**src/core/diag_pkg.sv**
```systemverilog
// Constants for the diagnostic and external page address register bank.
// Assumes a 16-bit internal register bus with byte addresses as printed.
package diag_pkg;

	localparam logic [15:0] page_one_map_addr      = 16'hc018;
	localparam logic [15:0] page_two_map_addr      = 16'hc01a;
	localparam logic [15:0] upper_pin_enable_addr  = 16'hc038;
	localparam logic [15:0] ext_timing_addr        = 16'hc03a;
	localparam logic [15:0] usb_line_test_addr     = 16'hc03c;
	localparam logic [15:0] memory_test_addr       = 16'hc03e;

	localparam logic [15:0] page_map_reset         = 16'h0000;
	localparam logic [15:0] memory_test_reset      = 16'h0000;
	localparam logic [15:0] usb_line_test_reset    = 16'h0000;
	localparam logic [15:0] ext_timing_reset       = 16'h0000;

	localparam logic [15:0] usb_line_test_mask     = 16'hf077;
	localparam logic [15:0] memory_test_mask       = 16'h0701;
	localparam logic [15:0] upper_pin_enable_mask  = 16'h0008;
	localparam logic [15:0] ext_timing_mask        = 16'h3fff;

	localparam int port_en_lsb   = 12;
	localparam int pulldown_bit  = 6;
	localparam int ls_pullup_bit = 5;
	localparam int fs_pullup_bit = 4;
	localparam int force_lsb     = 0;
	localparam int arb_sel_lsb   = 8;
	localparam int monitor_bit   = 0;
	localparam int upper_en_bit  = 3;

	localparam logic [15:0] page_one_win_lo = 16'h8000;
	localparam logic [15:0] page_one_win_hi = 16'h9fff;
	localparam logic [15:0] page_two_win_lo = 16'ha000;
	localparam logic [15:0] page_two_win_hi = 16'hbfff;

	localparam logic [3:0] upper_pins_idle = 4'hf;
	localparam logic [2:0] arb_slots_last  = 3'h7;

	typedef enum logic [3:0] {
		force_k    = 4'b0001,
		force_j    = 4'b0010,
		force_jk   = 4'b0100,
		force_se0  = 4'b1000
	} line_force_t;

	function automatic line_force_t decode_force(input logic [2:0] sel);
		line_force_t f;
		f = force_k;
		if (sel[2]) begin
			f = force_se0;
		end else if (sel[1]) begin
			f = force_jk;
		end else if (sel[0]) begin
			f = force_j;
		end
		return f;
	endfunction

endpackage

```
**src/core/diag_if.sv**
```systemverilog
// Carries decoded diagnostic controls from the register bank to helpers.
// Assumes one clock domain; the register bank drives every control except slot_avail, which the throttle drives.
`timescale 1ns/1ps
`default_nettype none
interface diag_if;
	logic [3:0] port_en;
	logic       pulldown_en;
	logic       ls_pullup_en;
	logic       fs_pullup_en;
	logic [2:0] force_sel;
	logic [2:0] arb_sel;
	logic       slot_avail;

	modport regs (output port_en, pulldown_en, ls_pullup_en, fs_pullup_en,
		force_sel, arb_sel, input slot_avail);
	modport usb  (input port_en, pulldown_en, ls_pullup_en, fs_pullup_en,
		force_sel);
	modport arb  (input arb_sel, output slot_avail);
endinterface
`default_nettype wire

```
**src/core/arb_throttle.sv**
```systemverilog
// Memory arbitration throttle: marks dead slots in every group of eight.
// Assumes requesters hold their request level until granted.
`timescale 1ns/1ps
`default_nettype none
module arb_throttle
	import diag_pkg::*;
(
	input  wire logic clk,       // System clock.
	input  wire logic sys_rst,   // Synchronous reset, active high.
	diag_if.arb       ctl,       // Throttle setting and slot state.
	input  wire logic mem_req,   // Memory access requested, level.
	output logic      mem_gnt_q  // Access granted, high the cycle after each request in an available slot.
);
	logic [2:0] slot_q;

	always_ff @(posedge clk) begin
		if (sys_rst) begin
			slot_q <= 3'h0;
		end else begin
			slot_q <= slot_q + 3'h1;
		end
	end

	// The first n slots of each group of eight are dead.
	assign ctl.slot_avail = (slot_q >= ctl.arb_sel);

	always_ff @(posedge clk) begin
		if (sys_rst) begin
			mem_gnt_q <= 1'b0;
		end else begin
			mem_gnt_q <= mem_req && ctl.slot_avail;
		end
	end
endmodule
`default_nettype wire

```
**src/core/usb_line_force.sv**
```systemverilog
// Applies diagnostic line states and test resistors to four USB ports.
// Assumes the pad ring resolves the data lines from drive and enable.
`timescale 1ns/1ps
`default_nettype none
module usb_line_force
	import diag_pkg::*;
#(
	parameter int PORTS = 4
) (
	input  wire logic   clk,          // System clock.
	input  wire logic   sys_rst,      // Synchronous reset, active high.
	diag_if.usb         ctl,          // Diagnostic controls.
	output logic [PORTS-1:0] dp_q,    // D+ drive value.
	output logic [PORTS-1:0] dp_oe_n_q, // D+ enable, low drives.
	output logic [PORTS-1:0] dm_q,    // D- drive value.
	output logic [PORTS-1:0] dm_oe_n_q, // D- enable, low drives.
	output logic [PORTS-1:0] pd_q,    // Pull-downs on both lines.
	output logic [PORTS-1:0] ls_pu_q, // Low-speed pull-up on D-.
	output logic [PORTS-1:0] fs_pu_q  // Full-speed pull-up on D+.
);
	logic        jk_q;
	line_force_t mode;
	logic        dp_d;
	logic        dm_d;

	always_ff @(posedge clk) begin
		if (sys_rst) begin
			jk_q <= 1'b0;
		end else begin
			jk_q <= ~jk_q;
		end
	end

	always_comb begin
		mode = decode_force(ctl.force_sel);
		case (mode)
			force_se0: begin
				dp_d = 1'b0;
				dm_d = 1'b0;
			end
			force_jk: begin
				dp_d = ~jk_q;
				dm_d = jk_q;
			end
			force_j: begin
				dp_d = 1'b1;
				dm_d = 1'b0;
			end
			force_k: begin
				dp_d = 1'b0;
				dm_d = 1'b1;
			end
			default: begin
				dp_d = 1'b0;
				dm_d = 1'b1;
			end
		endcase
	end

	always_ff @(posedge clk) begin
		if (sys_rst) begin
			dp_q      <= '0;
			dm_q      <= '0;
			dp_oe_n_q <= '1;
			dm_oe_n_q <= '1;
		end else begin
			dp_q      <= {PORTS{dp_d}} & ctl.port_en;
			dm_q      <= {PORTS{dm_d}} & ctl.port_en;
			dp_oe_n_q <= ~ctl.port_en;
			dm_oe_n_q <= ~ctl.port_en;
		end
	end

	always_ff @(posedge clk) begin
		if (sys_rst) begin
			pd_q    <= '0;
			ls_pu_q <= '0;
			fs_pu_q <= '0;
		end else begin
			pd_q    <= {PORTS{ctl.pulldown_en}} & ctl.port_en;
			ls_pu_q <= {PORTS{ctl.ls_pullup_en}} & ctl.port_en;
			fs_pu_q <= {PORTS{ctl.fs_pullup_en}} & ctl.port_en;
		end
	end
endmodule
`default_nettype wire

```
**src/core/diag_xmem_regs.sv**
```systemverilog
// Diagnostic and external page address register bank, with pin drivers.
// Assumes a simple internal register bus from the CPU and a write-only
// path from the external host port; both are synchronous to clk.
//
// Summary of operation
// - USB test register is CPU read/write, host-port write-only.
// - Bits 15..12 enable test conditions on ports 2B, 2A, 1B, 1A.
// - Bit 6 connects full-speed pull-downs on both data lines.
// - Bit 5 connects the low-speed pull-up on D-.
// - Bit 4 connects the full-speed pull-up on D+.
// - Force field: 1xx SE0, 01x toggling J/K, 001 J, 000 K.
// - Memory test register is write-only and resets to zero.
// - Arbitration value n makes n of every eight cycles dead.
// - Monitor bit echoes internal address bits 14..0 onto pins 14..0, and bit 15 onto pin 15 only once upper pins are freed.
// - Page map registers hold address bits 28..13 for their window.
// - Page window access puts page bits 21..13 on pins 8..0.
// - In SRAM mode pins 4..0 carry page bits 17..13 and pins 8..5 are driven to zero.
// - Page-mapped external access asserts the low-active chip select only while page bit 8 is clear.
// - Upper enable bit 3 frees pins 18..15 for general addressing.
// - From reset until enabled, pins 18..15 are driven high.
`timescale 1ns/1ps
`default_nettype none
module diag_xmem_regs
	import diag_pkg::*;
#(
	parameter int PORTS = 4
) (
	input  wire logic        clk,          // System clock, 250 MHz.
	input  wire logic        sys_rst,      // Synchronous reset, high.
	input  wire logic [15:0] cpu_addr,     // CPU register address.
	input  wire logic        cpu_wr,       // CPU register write strobe.
	input  wire logic        cpu_rd,       // CPU register read strobe.
	input  wire logic [15:0] cpu_wdata,    // CPU write data.
	output logic      [15:0] cpu_rdata_q,  // CPU read data.
	output logic             cpu_rvalid_q, // Read data valid pulse.
	input  wire logic [15:0] external_host_port_addr,  // Host port address.
	input  wire logic        external_host_port_wr,    // Host port write.
	input  wire logic [15:0] external_host_port_wdata, // Host port data.
	input  wire logic        mem_req,      // CPU memory access request.
	input  wire logic [15:0] mem_addr,     // Internal memory address.
	input  wire logic        sram_mode,    // External SRAM mode select.
	output logic             mem_gnt_q,    // Memory access granted.
	output logic      [18:0] ext_addr_q,   // External address pins.
	output logic             ext_page_chip_select_n_q, // Page select.
	output logic [PORTS-1:0] usb_dp_q,     // D+ drive value.
	output logic [PORTS-1:0] usb_dp_oe_n_q, // D+ enable, low drives.
	output logic [PORTS-1:0] usb_dm_q,     // D- drive value.
	output logic [PORTS-1:0] usb_dm_oe_n_q, // D- enable, low drives.
	output logic [PORTS-1:0] usb_pd_q,     // Test pull-downs.
	output logic [PORTS-1:0] usb_ls_pu_q,  // Test low-speed pull-up.
	output logic [PORTS-1:0] usb_fs_pu_q,  // Test full-speed pull-up.
	output logic [15:0] ext_timing_q       // Wait and width settings.
);
	diag_if ctl ();

	logic [15:0] page_one_q;
	logic [15:0] page_two_q;
	logic        upper_en_q;
	logic [15:0] usb_test_q;
	logic [15:0] mem_test_q;
	logic        wr_any;
	logic [15:0] wr_addr;
	logic [15:0] wr_data;
	logic        in_page_one;
	logic        in_page_two;
	logic [15:0] page_bits;
	logic        take;
	logic [14:0] low_pins_q;
	logic [3:0]  high_pins_q;

	// The CPU wins when both masters write in the same cycle.
	assign wr_any  = cpu_wr || external_host_port_wr;
	assign wr_addr = cpu_wr ? cpu_addr : external_host_port_addr;
	assign wr_data = cpu_wr ? cpu_wdata : external_host_port_wdata;

	function automatic logic hit(input logic [15:0] a,
		input logic [15:0] lo, input logic [15:0] hi);
		return (a >= lo) && (a <= hi);
	endfunction

	always_ff @(posedge clk) begin
		if (sys_rst) begin
			page_one_q <= page_map_reset;
			page_two_q <= page_map_reset;
		end else if (wr_any) begin
			if (wr_addr == page_one_map_addr) begin
				page_one_q <= wr_data;
			end
			if (wr_addr == page_two_map_addr) begin
				page_two_q <= wr_data;
			end
		end
	end

	always_ff @(posedge clk) begin
		if (sys_rst) begin
			upper_en_q   <= 1'b0;
			ext_timing_q <= ext_timing_reset;
		end else if (wr_any) begin
			if (wr_addr == upper_pin_enable_addr) begin
				upper_en_q <= wr_data[upper_en_bit];
			end
			if (wr_addr == ext_timing_addr) begin
				ext_timing_q <= wr_data & ext_timing_mask;
			end
		end
	end

	// Reserved positions are stored as zero whatever software writes.
	always_ff @(posedge clk) begin
		if (sys_rst) begin
			usb_test_q <= usb_line_test_reset;
			mem_test_q <= memory_test_reset;
		end else if (wr_any) begin
			if (wr_addr == usb_line_test_addr) begin
				usb_test_q <= wr_data & usb_line_test_mask;
			end
			if (wr_addr == memory_test_addr) begin
				mem_test_q <= wr_data & memory_test_mask;
			end
		end
	end

	assign ctl.port_en      = usb_test_q[port_en_lsb +: 4];
	assign ctl.pulldown_en  = usb_test_q[pulldown_bit];
	assign ctl.ls_pullup_en = usb_test_q[ls_pullup_bit];
	assign ctl.fs_pullup_en = usb_test_q[fs_pullup_bit];
	assign ctl.force_sel    = usb_test_q[force_lsb +: 3];
	assign ctl.arb_sel      = mem_test_q[arb_sel_lsb +: 3];

	// Only the CPU can read; the memory test register reads as zero.
	always_ff @(posedge clk) begin
		if (sys_rst) begin
			cpu_rdata_q  <= 16'h0000;
			cpu_rvalid_q <= 1'b0;
		end else begin
			cpu_rvalid_q <= cpu_rd;
			case (cpu_addr)
				page_one_map_addr:     cpu_rdata_q <= page_one_q;
				page_two_map_addr:     cpu_rdata_q <= page_two_q;
				upper_pin_enable_addr: cpu_rdata_q <= 16'(upper_en_q)
					<< upper_en_bit;
				ext_timing_addr:       cpu_rdata_q <= ext_timing_q;
				usb_line_test_addr:    cpu_rdata_q <= usb_test_q;
				default:               cpu_rdata_q <= 16'h0000;
			endcase
		end
	end

	arb_throttle u_arb (
		.clk       (clk),
		.sys_rst   (sys_rst),
		.ctl       (ctl.arb),
		.mem_req   (mem_req),
		.mem_gnt_q (mem_gnt_q)
	);

	usb_line_force #(.PORTS(PORTS)) u_usb (
		.clk       (clk),
		.sys_rst   (sys_rst),
		.ctl       (ctl.usb),
		.dp_q      (usb_dp_q),
		.dp_oe_n_q (usb_dp_oe_n_q),
		.dm_q      (usb_dm_q),
		.dm_oe_n_q (usb_dm_oe_n_q),
		.pd_q      (usb_pd_q),
		.ls_pu_q   (usb_ls_pu_q),
		.fs_pu_q   (usb_fs_pu_q)
	);

	assign in_page_one = hit(mem_addr, page_one_win_lo, page_one_win_hi);
	assign in_page_two = hit(mem_addr, page_two_win_lo, page_two_win_hi);
	assign page_bits   = in_page_one ? page_one_q : page_two_q;
	assign take        = mem_req && ctl.slot_avail;

	// Pins 14..0 follow the access; a page window overlays pins 8..0.
	always_ff @(posedge clk) begin
		if (sys_rst) begin
			low_pins_q <= 15'h0000;
		end else if (mem_test_q[monitor_bit]) begin
			low_pins_q <= mem_addr[14:0];
		end else if (take) begin
			if (in_page_one || in_page_two) begin
				low_pins_q[14:9] <= mem_addr[14:9];
				if (sram_mode) begin
					low_pins_q[8:0] <= {4'h0, page_bits[4:0]};
				end else begin
					low_pins_q[8:0] <= page_bits[8:0];
				end
			end else begin
				low_pins_q <= mem_addr[14:0];
			end
		end
	end

	// Upper pins idle high until software frees them.
	always_ff @(posedge clk) begin
		if (sys_rst) begin
			high_pins_q <= upper_pins_idle;
		end else if (!upper_en_q) begin
			high_pins_q <= upper_pins_idle;
		end else if (mem_test_q[monitor_bit]) begin
			high_pins_q <= {3'h0, mem_addr[15]};
		end else if (take) begin
			if (in_page_one || in_page_two) begin
				high_pins_q <= page_bits[9:6];
			end else begin
				high_pins_q <= {3'h0, mem_addr[15]};
			end
		end
	end

	// Each pin group has its own register so that each has one writer.
	assign ext_addr_q = {high_pins_q, low_pins_q};

	always_ff @(posedge clk) begin
		if (sys_rst) begin
			ext_page_chip_select_n_q <= 1'b1;
		end else begin
			ext_page_chip_select_n_q <= !(take && !page_bits[8]
				&& (in_page_one || in_page_two));
		end
	end
endmodule
`default_nettype wire

```
**config.mk**
```make
export PLATFORM = sky130hd
export DESIGN_NAME = diag_xmem_regs
export DESIGN_NICKNAME = d
export VERILOG_FILES = /design/src/core/diag_pkg.sv /design/src/core/diag_if.sv /design/src/core/arb_throttle.sv /design/src/core/usb_line_force.sv /design/src/core/diag_xmem_regs.sv
export SDC_FILE = /design/constraint.sdc
export NUM_CORES = 1
export LEC_CHECK = 0
export BUFFER_PORTS_ARGS = -buffer_cell sky130_fd_sc_hd__buf_2
export CORE_AREA = 2 2 131 145
export CTS_CLUSTER_SIZE = 28
export DETAILED_ROUTE_END_ITERATION = 8
export DIE_AREA = 0 0 133 147
export GPL_ROUTABILITY_DRIVEN = 1
export PLACE_DENSITY = 0.6
export SYNTH_ARGS = -nofsm -noshare
export SYNTH_HDL_FRONTEND = slang
export SYNTH_SLANG_ARGS = --single-unit
```
**constraint.sdc**
```tcl
create_clock -name clk -period 4.9 [get_ports clk]
set_input_delay 0.735 -clock clk [delete_from_list [all_inputs] [get_ports clk]]
set_output_delay 0.735 -clock clk [all_outputs]
set_load 0.1 [all_outputs]
```
==> flow_metrics.tcl, run 1 <==
set metrics [dict create \
    clock_latency_ns 0.42 \
    die_h_um 147 \
    synth-main-ff-cell "dfxtp_1" \
    crit_required_ns 5.24 \
    status "finished, final reports clean" \
    grt_max_degree 53 \
    netSwitchingFraction 0.2588 \
    n_antenna_cell 0 \
    cts_made_buffers 17 \
    ff2ff_setup_slack_ns 2.67 \
    wirelength_um 15020 \
    viasPerCell 4.656 \
    holdBufCountCts 0 \
    clock_path_buffers 2 \
    crit_type "input pin to register" \
    synth-seq-area-share 0.4757 \
    reg2reg_to "high_pins_q[1]" \
    min_path_type "register to register" \
    comb_power_share 0.104 \
    final_util 0.3832 \
    globalRouteMet1Util 0.1980 \
    start_kind "input pin" \
    startpoint "cpu_wr" \
    intPower_w 0.001908 \
    crit_end "ext_timing_q[9]" \
    core-area_um2 18150 \
    syn_to_final_growth_pct 30.13 \
    p_clk_frac 0.486 \
    layout_commonest_cell "buf_2" \
    tightest_slew_ns 1.077 \
    grt_overflow_total 0 \
    antenna_found_initial 0 \
    crit_fanout 26 \
    die_area_um2 19550 \
    synth-edff-count 0 \
    post-route-period-util 0.5058 \
    clock_sinks 127 \
    root_buffer "clkbuf_16" \
    grt-busiest-layer "met2" \
    grt_pass1_wl_um 23430 \
    drtAntennaViolNets 0 \
    floorplan.initialDensity 0.2945 \
    post_cts_buffers 0 \
    vias 4442 \
    r2r_start "u_arb.slot_q[0]" \
    fin_skew_ns 0.01005 \
    slew_viol_final 0 \
    numPortBuffers 166 \
    yosysWarningCount 0 \
    num_rows 52 \
    max_freq_mhz 403.5 \
    p_switching_w 0.0006662 \
    rsz0062_at_grt "false" \
    p_seq_frac 0.410 \
    layout.nets 789 \
    grt_usage 0.1563 \
    firstDrtPassIters 7 \
    irDropWorstVdd_mv 0.2272 \
    use_met3 0.03382 \
    async_flop_share 0 \
    htreeDepth 4 \
    reg2regPathDepth 7 \
    place_congestion 0.7233 \
    clk_pin_slew_ns 0.06 \
    crit_arrival_ns 2.82 \
    layout_common_cells "buf_2 (166), dfxtp_1 (127), mux2i_1 (52), nor2_1 (40), nand2_1 (35)" \
    tns_ns 0 \
    leakagePower_nw 2.851 \
    timing_hold_violations_final 0 \
    grt_pass1_vias 4392 \
    syn_area_per_cell_um2 9.898 \
    period_needed_ns 2.479 \
    max_cap_viol_count 0 \
    relSlewSlack 0.2759 \
    gr-usage-met2 0.2622 \
    synthCells 540 \
    synthesis.area_um2 5345 \
    cts_tree "done" \
    cts_resized 0 \
    chipWidth_um 133 \
    ys_ff_latch 127 \
    end_kind "register" \
    hpwl_um 10950 \
    fillCellCount 1824 \
    post_drt_wl_per_cell_um 15.74 \
    ys_types 56 \
    post-route-drc-count 0 \
    finalSetupViolations 0 \
    drt-initial-drc-count 315 \
    io_pins 169 \
    power_density_nw_per_um2 370.2 \
    layout-drive-gt1-share 0.3488 \
]
-- worst min path at each step --
stage                     startpoint    endpoint  slack (ns)  cells past startpoint
after floorplan           u_usb.jk_q  u_usb.jk_q        0.39                      1
after global placement    u_usb.jk_q  u_usb.jk_q        0.40                      1
after detailed placement  u_usb.jk_q  u_usb.jk_q        0.41                      1
after CTS                 u_usb.jk_q  u_usb.jk_q        0.42                      1
after global routing      u_usb.jk_q  u_usb.jk_q        0.43                      1
final                     u_usb.jk_q  u_usb.jk_q        0.41                      1
-- layer usage --
layer  part of all wire  vias up
li1                   -     2228
met1               0.46     2077
met2               0.49      122
met3              0.037       15
met4              0.012        0
met5                  0        -
-- cell families (layout without fill, tap and decap cells) --
logic type,count (synthesis),count (layout),synth area share
compound gates,87,87,0.1117
flops,127,127,0.4757
simple gates,210,210,0.2357
mux,63,63,0.1227
buf+inv,47,217,0.04260
xor+xnor,1,1,0.001639
fa+ha+maj,4,4,0.009364
other cells,1,2,0.0007016
-- metrics by stage --
stage,hold slack [ns],total power [W],setup WS [ns],instance area (um^2),instances
after floorplan,0.3929,0.001273,2.632,5349,541
after global placement,0.3997,0.001348,2.018,6365,922
after detailed placement,0.4105,0.001349,1.979,6365,922
after CTS,0.4191,0.002602,2.396,6955,954
after global routing,0.4255,0.002664,2.276,6955,954
final,0.4149,0.002575,2.422,6955,954
-- power groups by stage --
stage	logic (W)	registers [W]	clock network (W)
2_1_floorplan	0.000102	0.00117	0
3_3_place_gp	0.000269	0.00108	0
3_5_place_dp	0.000270	0.00108	0
4_1_cts	0.000271	0.00106	0.00127
5_1_grt	0.000288	0.00106	0.00132
6_report	0.000268	0.00106	0.00125
-- final cells by class --
| class | count | area [um^2] | share of cell area |
|---|---|---|---|
| tap | 243 | 304.0 | 0.04371 |
| clock buffer | 21 | 460.4 | 0.06620 |
| clock inverter | 11 | 130.1 | 0.01871 |
| sequential | 127 | 2542 | 0.3655 |
| timing repair buffer | 173 | 883.3 | 0.1270 |
| multi-input combinational | 367 | 2590 | 0.3724 |
| inverter | 12 | 45.04 | 0.006476 |
-- Yosys cell counts, types with 2 or more instances --
master / count / area share
a222oi_1: 15 / 0.028
nand3b_1: 32 / 0.045
mux2i_1: 52 / 0.097
buf_4: 6 / 0.0084
dfxtp_1: 127 / 0.48
o21ai_0: 33 / 0.031
a211oi_1: 4 / 0.0056
nand2_1: 35 / 0.025
a22o_1: 2 / 0.0033
nor4_2: 2 / 0.0047
mux2_2: 10 / 0.021
and2_1: 12 / 0.014
a21oi_1: 12 / 0.011
o21ai_1: 2 / 0.0019
nor3b_1: 2 / 0.0028
a21o_1: 3 / 0.0042
and4bb_2: 2 / 0.0047
buf_2: 8 / 0.0075
nor3_1: 9 / 0.0084
nand2b_1: 29 / 0.034
o211ai_1: 9 / 0.013
ha_1: 4 / 0.0094
clkbuf_1: 18 / 0.013
nor2_1: 40 / 0.028
or2_2: 18 / 0.021
inv_1: 12 / 0.0084
nor2b_1: 9 / 0.011
nand3_1: 4 / 0.0037
nor2_4: 2 / 0.0042
-- critical path: stages --
cell and delay [ns]:
buf_2 0.35, or4b_4 0.66, nor4_4 0.22, nor2_1 0.12, nor2_4 0.46, mux2i_1 0.25
-- flip-flops by register name, indices dropped and copies added (netlist names), 10 cells and up --
register	flops
cpu_rdata_q	16
page_one_q	16
page_two_q	16
low_pins_q	15
ext_timing_q	14
usb_test_q	10
(Power assumes the default switching activity.)
==> inputs of run 2 (changes only) <==
--- a/config.mk
+++ b/config.mk
@@ -5,13 +5,14 @@
 export SDC_FILE = /design/constraint.sdc
 export NUM_CORES = 1
 export LEC_CHECK = 0
+export ABC_AREA = 1
 export BUFFER_PORTS_ARGS = -buffer_cell sky130_fd_sc_hd__buf_2
-export CORE_AREA = 2 2 131 145
+export CORE_AREA = 2 2 139 155
 export CTS_CLUSTER_SIZE = 28
 export DETAILED_ROUTE_END_ITERATION = 8
-export DIE_AREA = 0 0 133 147
+export DIE_AREA = 0 0 141 157
 export GPL_ROUTABILITY_DRIVEN = 1
-export PLACE_DENSITY = 0.6
+export PLACE_DENSITY = 0.59
 export SYNTH_ARGS = -nofsm -noshare
 export SYNTH_HDL_FRONTEND = slang
 export SYNTH_SLANG_ARGS = --single-unit
==> constraint.sdc (replaced) <==
create_clock -name clk -period 2.3 [get_ports clk]
set_input_delay 0.345 -clock clk [delete_from_list [all_inputs] [get_ports clk]]
set_output_delay 0.345 -clock clk [all_outputs]
set_load 0.1 [all_outputs]
==> run 2 against run 1 <==
Setup slack got worse by 1.9 ns. Sequential cell count did not move. Area after synthesis rose by 14%. First-iteration DRC count rose by 50%. Register-to-register slack got worse by 2.2 ns. Die area rose by 13%. Total power rose by 120%. Largest cell class unchanged. Highest routed layer unchanged. Critical path depth rose by 3.
==> flow_metrics.tcl, run 2 <==
set metrics [dict create \
    status "finished, final reports clean" \
    rsz0062_at_grt "false" \
    io_pins 169 \
    post-synth-top-area-cell "dfxtp_1" \
    floorplan.initialDensity 0.2976 \
    grt_pass1_vias 5721 \
    clk_pin_slew_ns 0.06 \
    layout.nets 1136 \
    period_needed_ns 1.789 \
    drtAntennaViolNets 0 \
    reg2regPathDepth 9 \
    layout-drive-gt1-share 0.2372 \
    core-area_um2 20440 \
    htreeDepth 4 \
    cts_tree "done" \
    synth_area_leaders "dfxtp_1 (42%), nor2_1 (12%), nand2_1 (12%)" \
    grt_usage 0.1776 \
    irDropWorstVdd_mv 0.4264 \
    antenna_found_initial 0 \
    yosys-top-cells-count "nor2_1 (199), nand2_1 (190), dfxtp_1 (127)" \
    top_layer "met4" \
    numPortBuffers 166 \
    multi_input_area_um2 2875 \
    ys_ff_latch 127 \
    met3_length_um 1165 \
    end_kind "register" \
    max_cap_viol_count 0 \
    grt_pass1_wl_um 30460 \
    layout_common_cells "nor2_1 (198), nand2_1 (190), buf_2 (166), dfxtp_1 (127), nand4_1 (108)" \
    crit_required_ns 2.61 \
    worstHoldPathCells 3 \
    total_power_w 0.005570 \
    drt-initial-drc-count 471 \
    wirelength_um 19790 \
    fin_skew_ns 0.006397 \
    num_rows 55 \
    post_drt_wl_per_cell_um 15.06 \
    synthCells 882 \
    grt_overflow_total 0 \
    reg2reg_to "low_pins_q[11]" \
    cts_made_buffers 17 \
    crit_fanout 17 \
    synthesis.area_um2 6082 \
    grt_max_degree 36 \
    power_density_nw_per_um2 715.7 \
    timing_hold_violations_final 0 \
    post-route-drc-count 0 \
    syn_area_per_cell_um2 6.896 \
    hold_start "cpu_rd" \
    crit_arrival_ns 2.10 \
    vias 6149 \
    viasPerCell 4.680 \
    die_area_um2 22140 \
    regArea_um2 2542 \
    clock_sinks 127 \
    finalSetupViolations 0 \
    cts_resized 0 \
    root_buffer "clkbuf_16" \
    syn_to_final_growth_pct 27.96 \
    hpwl_um 14810 \
    hold_end "cpu_rvalid_q" \
    fillCellCount 2162 \
    synth-main-ff-cell "dfxtp_1" \
    layout_commonest_cell "nor2_1" \
    clock_latency_ns 0.41 \
    yosysWarningCount 0 \
    firstDrtPassIters 5 \
    ys_types 33 \
    start_kind "register" \
    yosys.area.top_type_share 0.4180 \
    synth-edff-count 0 \
    max_freq_mhz 558.9 \
    holdBufCountCts 0 \
    tightest_slew_ns 0.5932 \
    reg.largest.list "cpu_rdata_q (16), page_one_q (16), page_two_q (16)" \
    yosysMostFrequentCell "nor2_1" \
    post_cts_buffers 0 \
    min_path_type "input pin to register" \
    drt-met1-wl_um 8858 \
    post-route-period-util 0.7779 \
    synth-seq-area-share 0.4180 \
    whs_ns 0.1344 \
    met2RoutedLength_um 9183 \
    chipWidth_um 141 \
    crit_type "register to register" \
    n_antenna_cell 0 \
    async_flop_share 0 \
    ff2ff_setup_slack_ns 0.51 \
    die_h_um 157 \
    relSlewSlack 0.5932 \
    leakagePower_nw 3.684 \
    clock_path_buffers 2 \
    r2r_start "mem_test_q[10]" \
    slew_viol_final 0 \
    place_congestion 0.8823 \
    tns_ns 0 \
]
run 2: cell count changes after synthesis, sizes merged, moves of 25 or more:
cell    change
nand3b     -30
nand4     +107
inv        +85
buf        +25
mux2i      -36
nor2      +165
nand2b     -29
nand2     +158
run 2: stage by stage:
step	instances	util	cell area [um^2]	setup slack (ns)
3_5_place_dp	1282	0.3521	7197	0.3081
6_report	1314	0.3808	7782	0.5108
4_1_cts	1314	0.3808	7782	0.4704
3_3_place_gp	1282	0.3521	7197	0.3010
2_1_floorplan	883	-	6086	0.5988
5_1_grt	1314	0.3808	7782	0.2731
run 2: layout make-up:
class	count	area share
Inverter	100	0.04823
Sequential cell	127	0.3267
Timing Repair Buffer	198	0.1392
Tap cell	256	0.04116
Clock inverter	10	0.01431
Clock buffer	22	0.06093
Multi-Input combinational cell	601	0.3695
run 2: critical path, stage by stage (launching register included):
cell and delay, ns:
dfxtp_1 0.33, inv_1 0.04, ha_1 0.31, nand3b_1 0.08, nand3_1 0.08, nand2_1 0.07
nand2_1 0.08, clkinv_1 0.41, nor2_1 0.21, nor2_1 0.06
run 2: layer usage:
layer  global-route usage  up-vias
li1                     -     3144
met3              0.03316       36
met4              0.07571        0
met1               0.2298     2746
met2               0.2911      223
met5                    0        -
run 2: power breakdown:
group | leakage [nW] | switching (W) | internal (W)
clock network | 0.282 | 0.000987 | 0.00167
logic | 2.37 | 0.000481 | 0.000178
registers | 1.03 | 0.0000156 | 0.00223
total | 3.68 | 0.00148 | 0.00409
run 2: how the worst max path moves through the flow:
stage,end,depth (start not counted),startpoint
floorplan,usb_dp_oe_n_q[0],1,u_usb.dp_oe_n_q[0]
global placement,page_one_q[8],9,cpu_wr
detailed placement,page_one_q[8],9,cpu_wr
CTS,low_pins_q[12],9,mem_test_q[10]
global route,low_pins_q[5],9,mem_test_q[10]
finish,low_pins_q[11],9,mem_test_q[10]
run 2: logic make-up (layout without fill, tap and decap cells):
kind of cell	Yosys count	in the layout	synth area share
simple gates	537	537	0.3977
buf+inv	155	330	0.1103
flops	127	127	0.4180
compound gates	41	41	0.03744
mux	16	16	0.02633
fa+ha+maj	4	4	0.008229
other cells	1	2	0.0006166
xor+xnor	1	1	0.001440
==> inputs of run 3 (changes only) <==
--- a/config.mk
+++ b/config.mk
@@ -5,14 +5,14 @@
 export SDC_FILE = /design/constraint.sdc
 export NUM_CORES = 1
 export LEC_CHECK = 0
-export ABC_AREA = 1
+export ABC_AREA = 0
 export BUFFER_PORTS_ARGS = -buffer_cell sky130_fd_sc_hd__buf_2
-export CORE_AREA = 2 2 139 155
+export CORE_AREA = 2 2 131 145
 export CTS_CLUSTER_SIZE = 28
 export DETAILED_ROUTE_END_ITERATION = 8
-export DIE_AREA = 0 0 141 157
+export DIE_AREA = 0 0 133 147
 export GPL_ROUTABILITY_DRIVEN = 1
-export PLACE_DENSITY = 0.59
+export PLACE_DENSITY = 0.62
 export SYNTH_ARGS = -nofsm -noshare
 export SYNTH_HDL_FRONTEND = slang
 export SYNTH_SLANG_ARGS = --single-unit
==> constraint.sdc (replaced) <==
create_clock -name clk -period 1.49 [get_ports clk]
set_input_delay 0.2235 -clock clk [delete_from_list [all_inputs] [get_ports clk]]
set_output_delay 0.2235 -clock clk [all_outputs]
set_load 0.1 [all_outputs]
==> run 3 against run 2 <==
The flow now finishes with violations (negative setup slack). Critical path type unchanged. Sequential share of layout area grew 0.054 points. Register-to-register slack lost 0.70 ns. Wire length shrank 19%. Final area grew 0.13%. Fmax grew 6.6%. Clock skew is essentially flat. Sequential power grew 55%. Combinational power grew 70%. Critical endpoint unchanged. First-iteration DRC count shrank 38%. Hold slack lost 0.11 ns.
==> flow_metrics.tcl, run 3 (synthesis results as in run 1) <==
set metrics [dict create \
    hpwl_um 11420 \
    max_cap_viol_count 0 \
    crit_arrival_ns 2.03 \
    min_path_type "input pin to register" \
    start_kind "register" \
    period_needed_ns 1.678 \
    final_cells 1001 \
    reg2regPathDepth 9 \
    post-route-drc-count 0 \
    r2r_start "u_arb.slot_q[0]" \
    viasPerCell 4.711 \
    grt_overflow_total 0 \
    post-place-ws_ns -0.4663 \
    clock_path_buffers 2 \
    floorplan.initialDensity 0.2945 \
    dpl.cell_count 961 \
    root_buffer "clkbuf_16" \
    layout_common_cells "buf_2 (154), dfxtp_1 (121), mux2i_1 (52), nor2_1 (39), buf_4 (39)" \
    irDropWorstVdd_mv 0.6680 \
    worst-path-buf-inv 3 \
    worstHoldPathCells 2 \
    die_area_um2 19550 \
    wirelength_um 16070 \
    status "finished, violations left" \
    cpLargestDelayFamily "compound AO/OA/AOI/OAI gates" \
    fin_ws_ns -0.1882 \
    chipWidth_um 133 \
    layout_commonest_cell "buf_2" \
    vias 4716 \
    holdBufCountCts 0 \
    post_drt_wl_per_cell_um 16.06 \
    grt_pass1_vias 4570 \
    max_stage_delay_ns 0.33 \
    reg2reg_to "low_pins_q[11]" \
    rsz0062_at_grt "true" \
    place_congestion 0.7598 \
    num_rows 52 \
    clk_pin_slew_ns 0.06 \
    max_freq_mhz 595.9 \
    syn_to_final_growth_pct 45.79 \
    hold_start "cpu_rd" \
    placed_cell_area_um2 6820 \
    numPortBuffers 166 \
    antenna_found_initial 0 \
    n_antenna_cell 0 \
    grt_max_degree 35 \
    layout.nets 836 \
    cts_made_buffers 17 \
    final_util 0.4293 \
    grt_pass1_wl_um 24810 \
    firstDrtPassIters 9 \
    startpoint "u_arb.slot_q[0]" \
    crit_type "register to register" \
    crit_fanout 5 \
    crit_path_cell_trace "inv_2 -> ha_4 -> nand2b_4 -> a21o_4 -> a31oi_4 -> buf_6 -> buf_16 -> nand2_1 -> a21oi_1" \
    grt_usage 0.1647 \
    drtAntennaViolNets 0 \
    hold_end "cpu_rvalid_q" \
    clock_latency_ns 0.42 \
    io_pins 169 \
    end_kind "register" \
    core-area_um2 18150 \
    failed_checks "negative setup slack" \
    cts_tree "done" \
    crit_required_ns 1.84 \
    ff2ff_setup_slack_ns -0.19 \
    drt-initial-drc-count 294 \
    power_density_nw_per_um2 1137 \
    layout-drive-gt1-share 0.4446 \
    timing_hold_violations_final 0 \
    tns_ns -2.865 \
    final_area_um2 7792 \
    die_h_um 147 \
    fin_skew_ns 0.006167 \
    finalSetupViolations 33 \
    htreeDepth 4 \
    post-route-period-util 1.126 \
    slew_viol_final 0 \
    clock_sinks 127 \
    reg.largest.list "cpu_rdata_q (16), page_one_q (16), page_two_q (16)" \
    cp_slowest_cell "dfxtp_2" \
    leakagePower_nw 3.247 \
]
run 3: cell types whose count changed in the layout (fill, tap and decap cells not counted), sizes merged, moves of 19 or more:
cell	previous run	this run
nand3	23	4
mux2i	16	52
nand2b	0	29
nand3b	2	32
inv	98	16
nand4	108	1
nand2	193	35
nor2	208	43
run 3: layout make-up:
type | instances | area, um^2
clock inverter | 15 | 186.4
sequential | 127 | 2550
timing repair buffer | 220 | 1459
clock buffer | 17 | 425.4
fill | 1781 | 10360
tap | 243 | 304.0
inverter | 12 | 45.04
multi-input combinational | 367 | 2823
run 3: how the worst max path moves through the flow:
stage	to	depth (start not counted)
3_5_place_dp	ext_timing_q[2]	8
6_report	low_pins_q[11]	9
3_3_place_gp	ext_timing_q[4]	8
5_1_grt	low_pins_q[14]	9
2_1_floorplan	page_two_q[12]	7
4_1_cts	low_pins_q[3]	9
run 3: metrics by stage:
stage	hold slack (ns)	total power [W]
after CTS	0.01298	0.008928
after detailed placement	0.4105	0.004526
final	0.02368	0.008861
after global placement	0.4014	0.004521
after floorplan	0.3108	0.004222
after global routing	0.04166	0.009183
run 3: timing repair:
item                       CTS  global route
setup endpoints to repair   24            58
pin swaps                   33            14
setup buffers                5             1
gates cloned                 4             0
gates resized for setup     29            30
run 3: worst register-to-register path: stages (launching register included):
cell	delay, ns
dfxtp_2	0.33
inv_2	0.05
ha_4	0.21
nand2b_4	0.14
a21o_4	0.22
a31oi_4	0.22
buf_6	0.17
buf_16	0.12
nand2_1	0.05
a21oi_1	0.11
run 3: per-layer routing:
layer | GRT usage | up-vias | wire [um]
met5 | 0 | - | 0
met1 | 0.2124 | 2188 | 6985
met3 | 0.03692 | 14 | 941
met2 | 0.2764 | 187 | 7934
li1 | - | 2327 | -
met4 | 0.04731 | 0 | 210
run 3: power by group:
group	internal [W]	switching, W	leakage, nW
Clock	0.00266	0.00161	0.299
Sequential	0.00345	0.0000277	1.03
Combinational	0.000423	0.000701	1.92
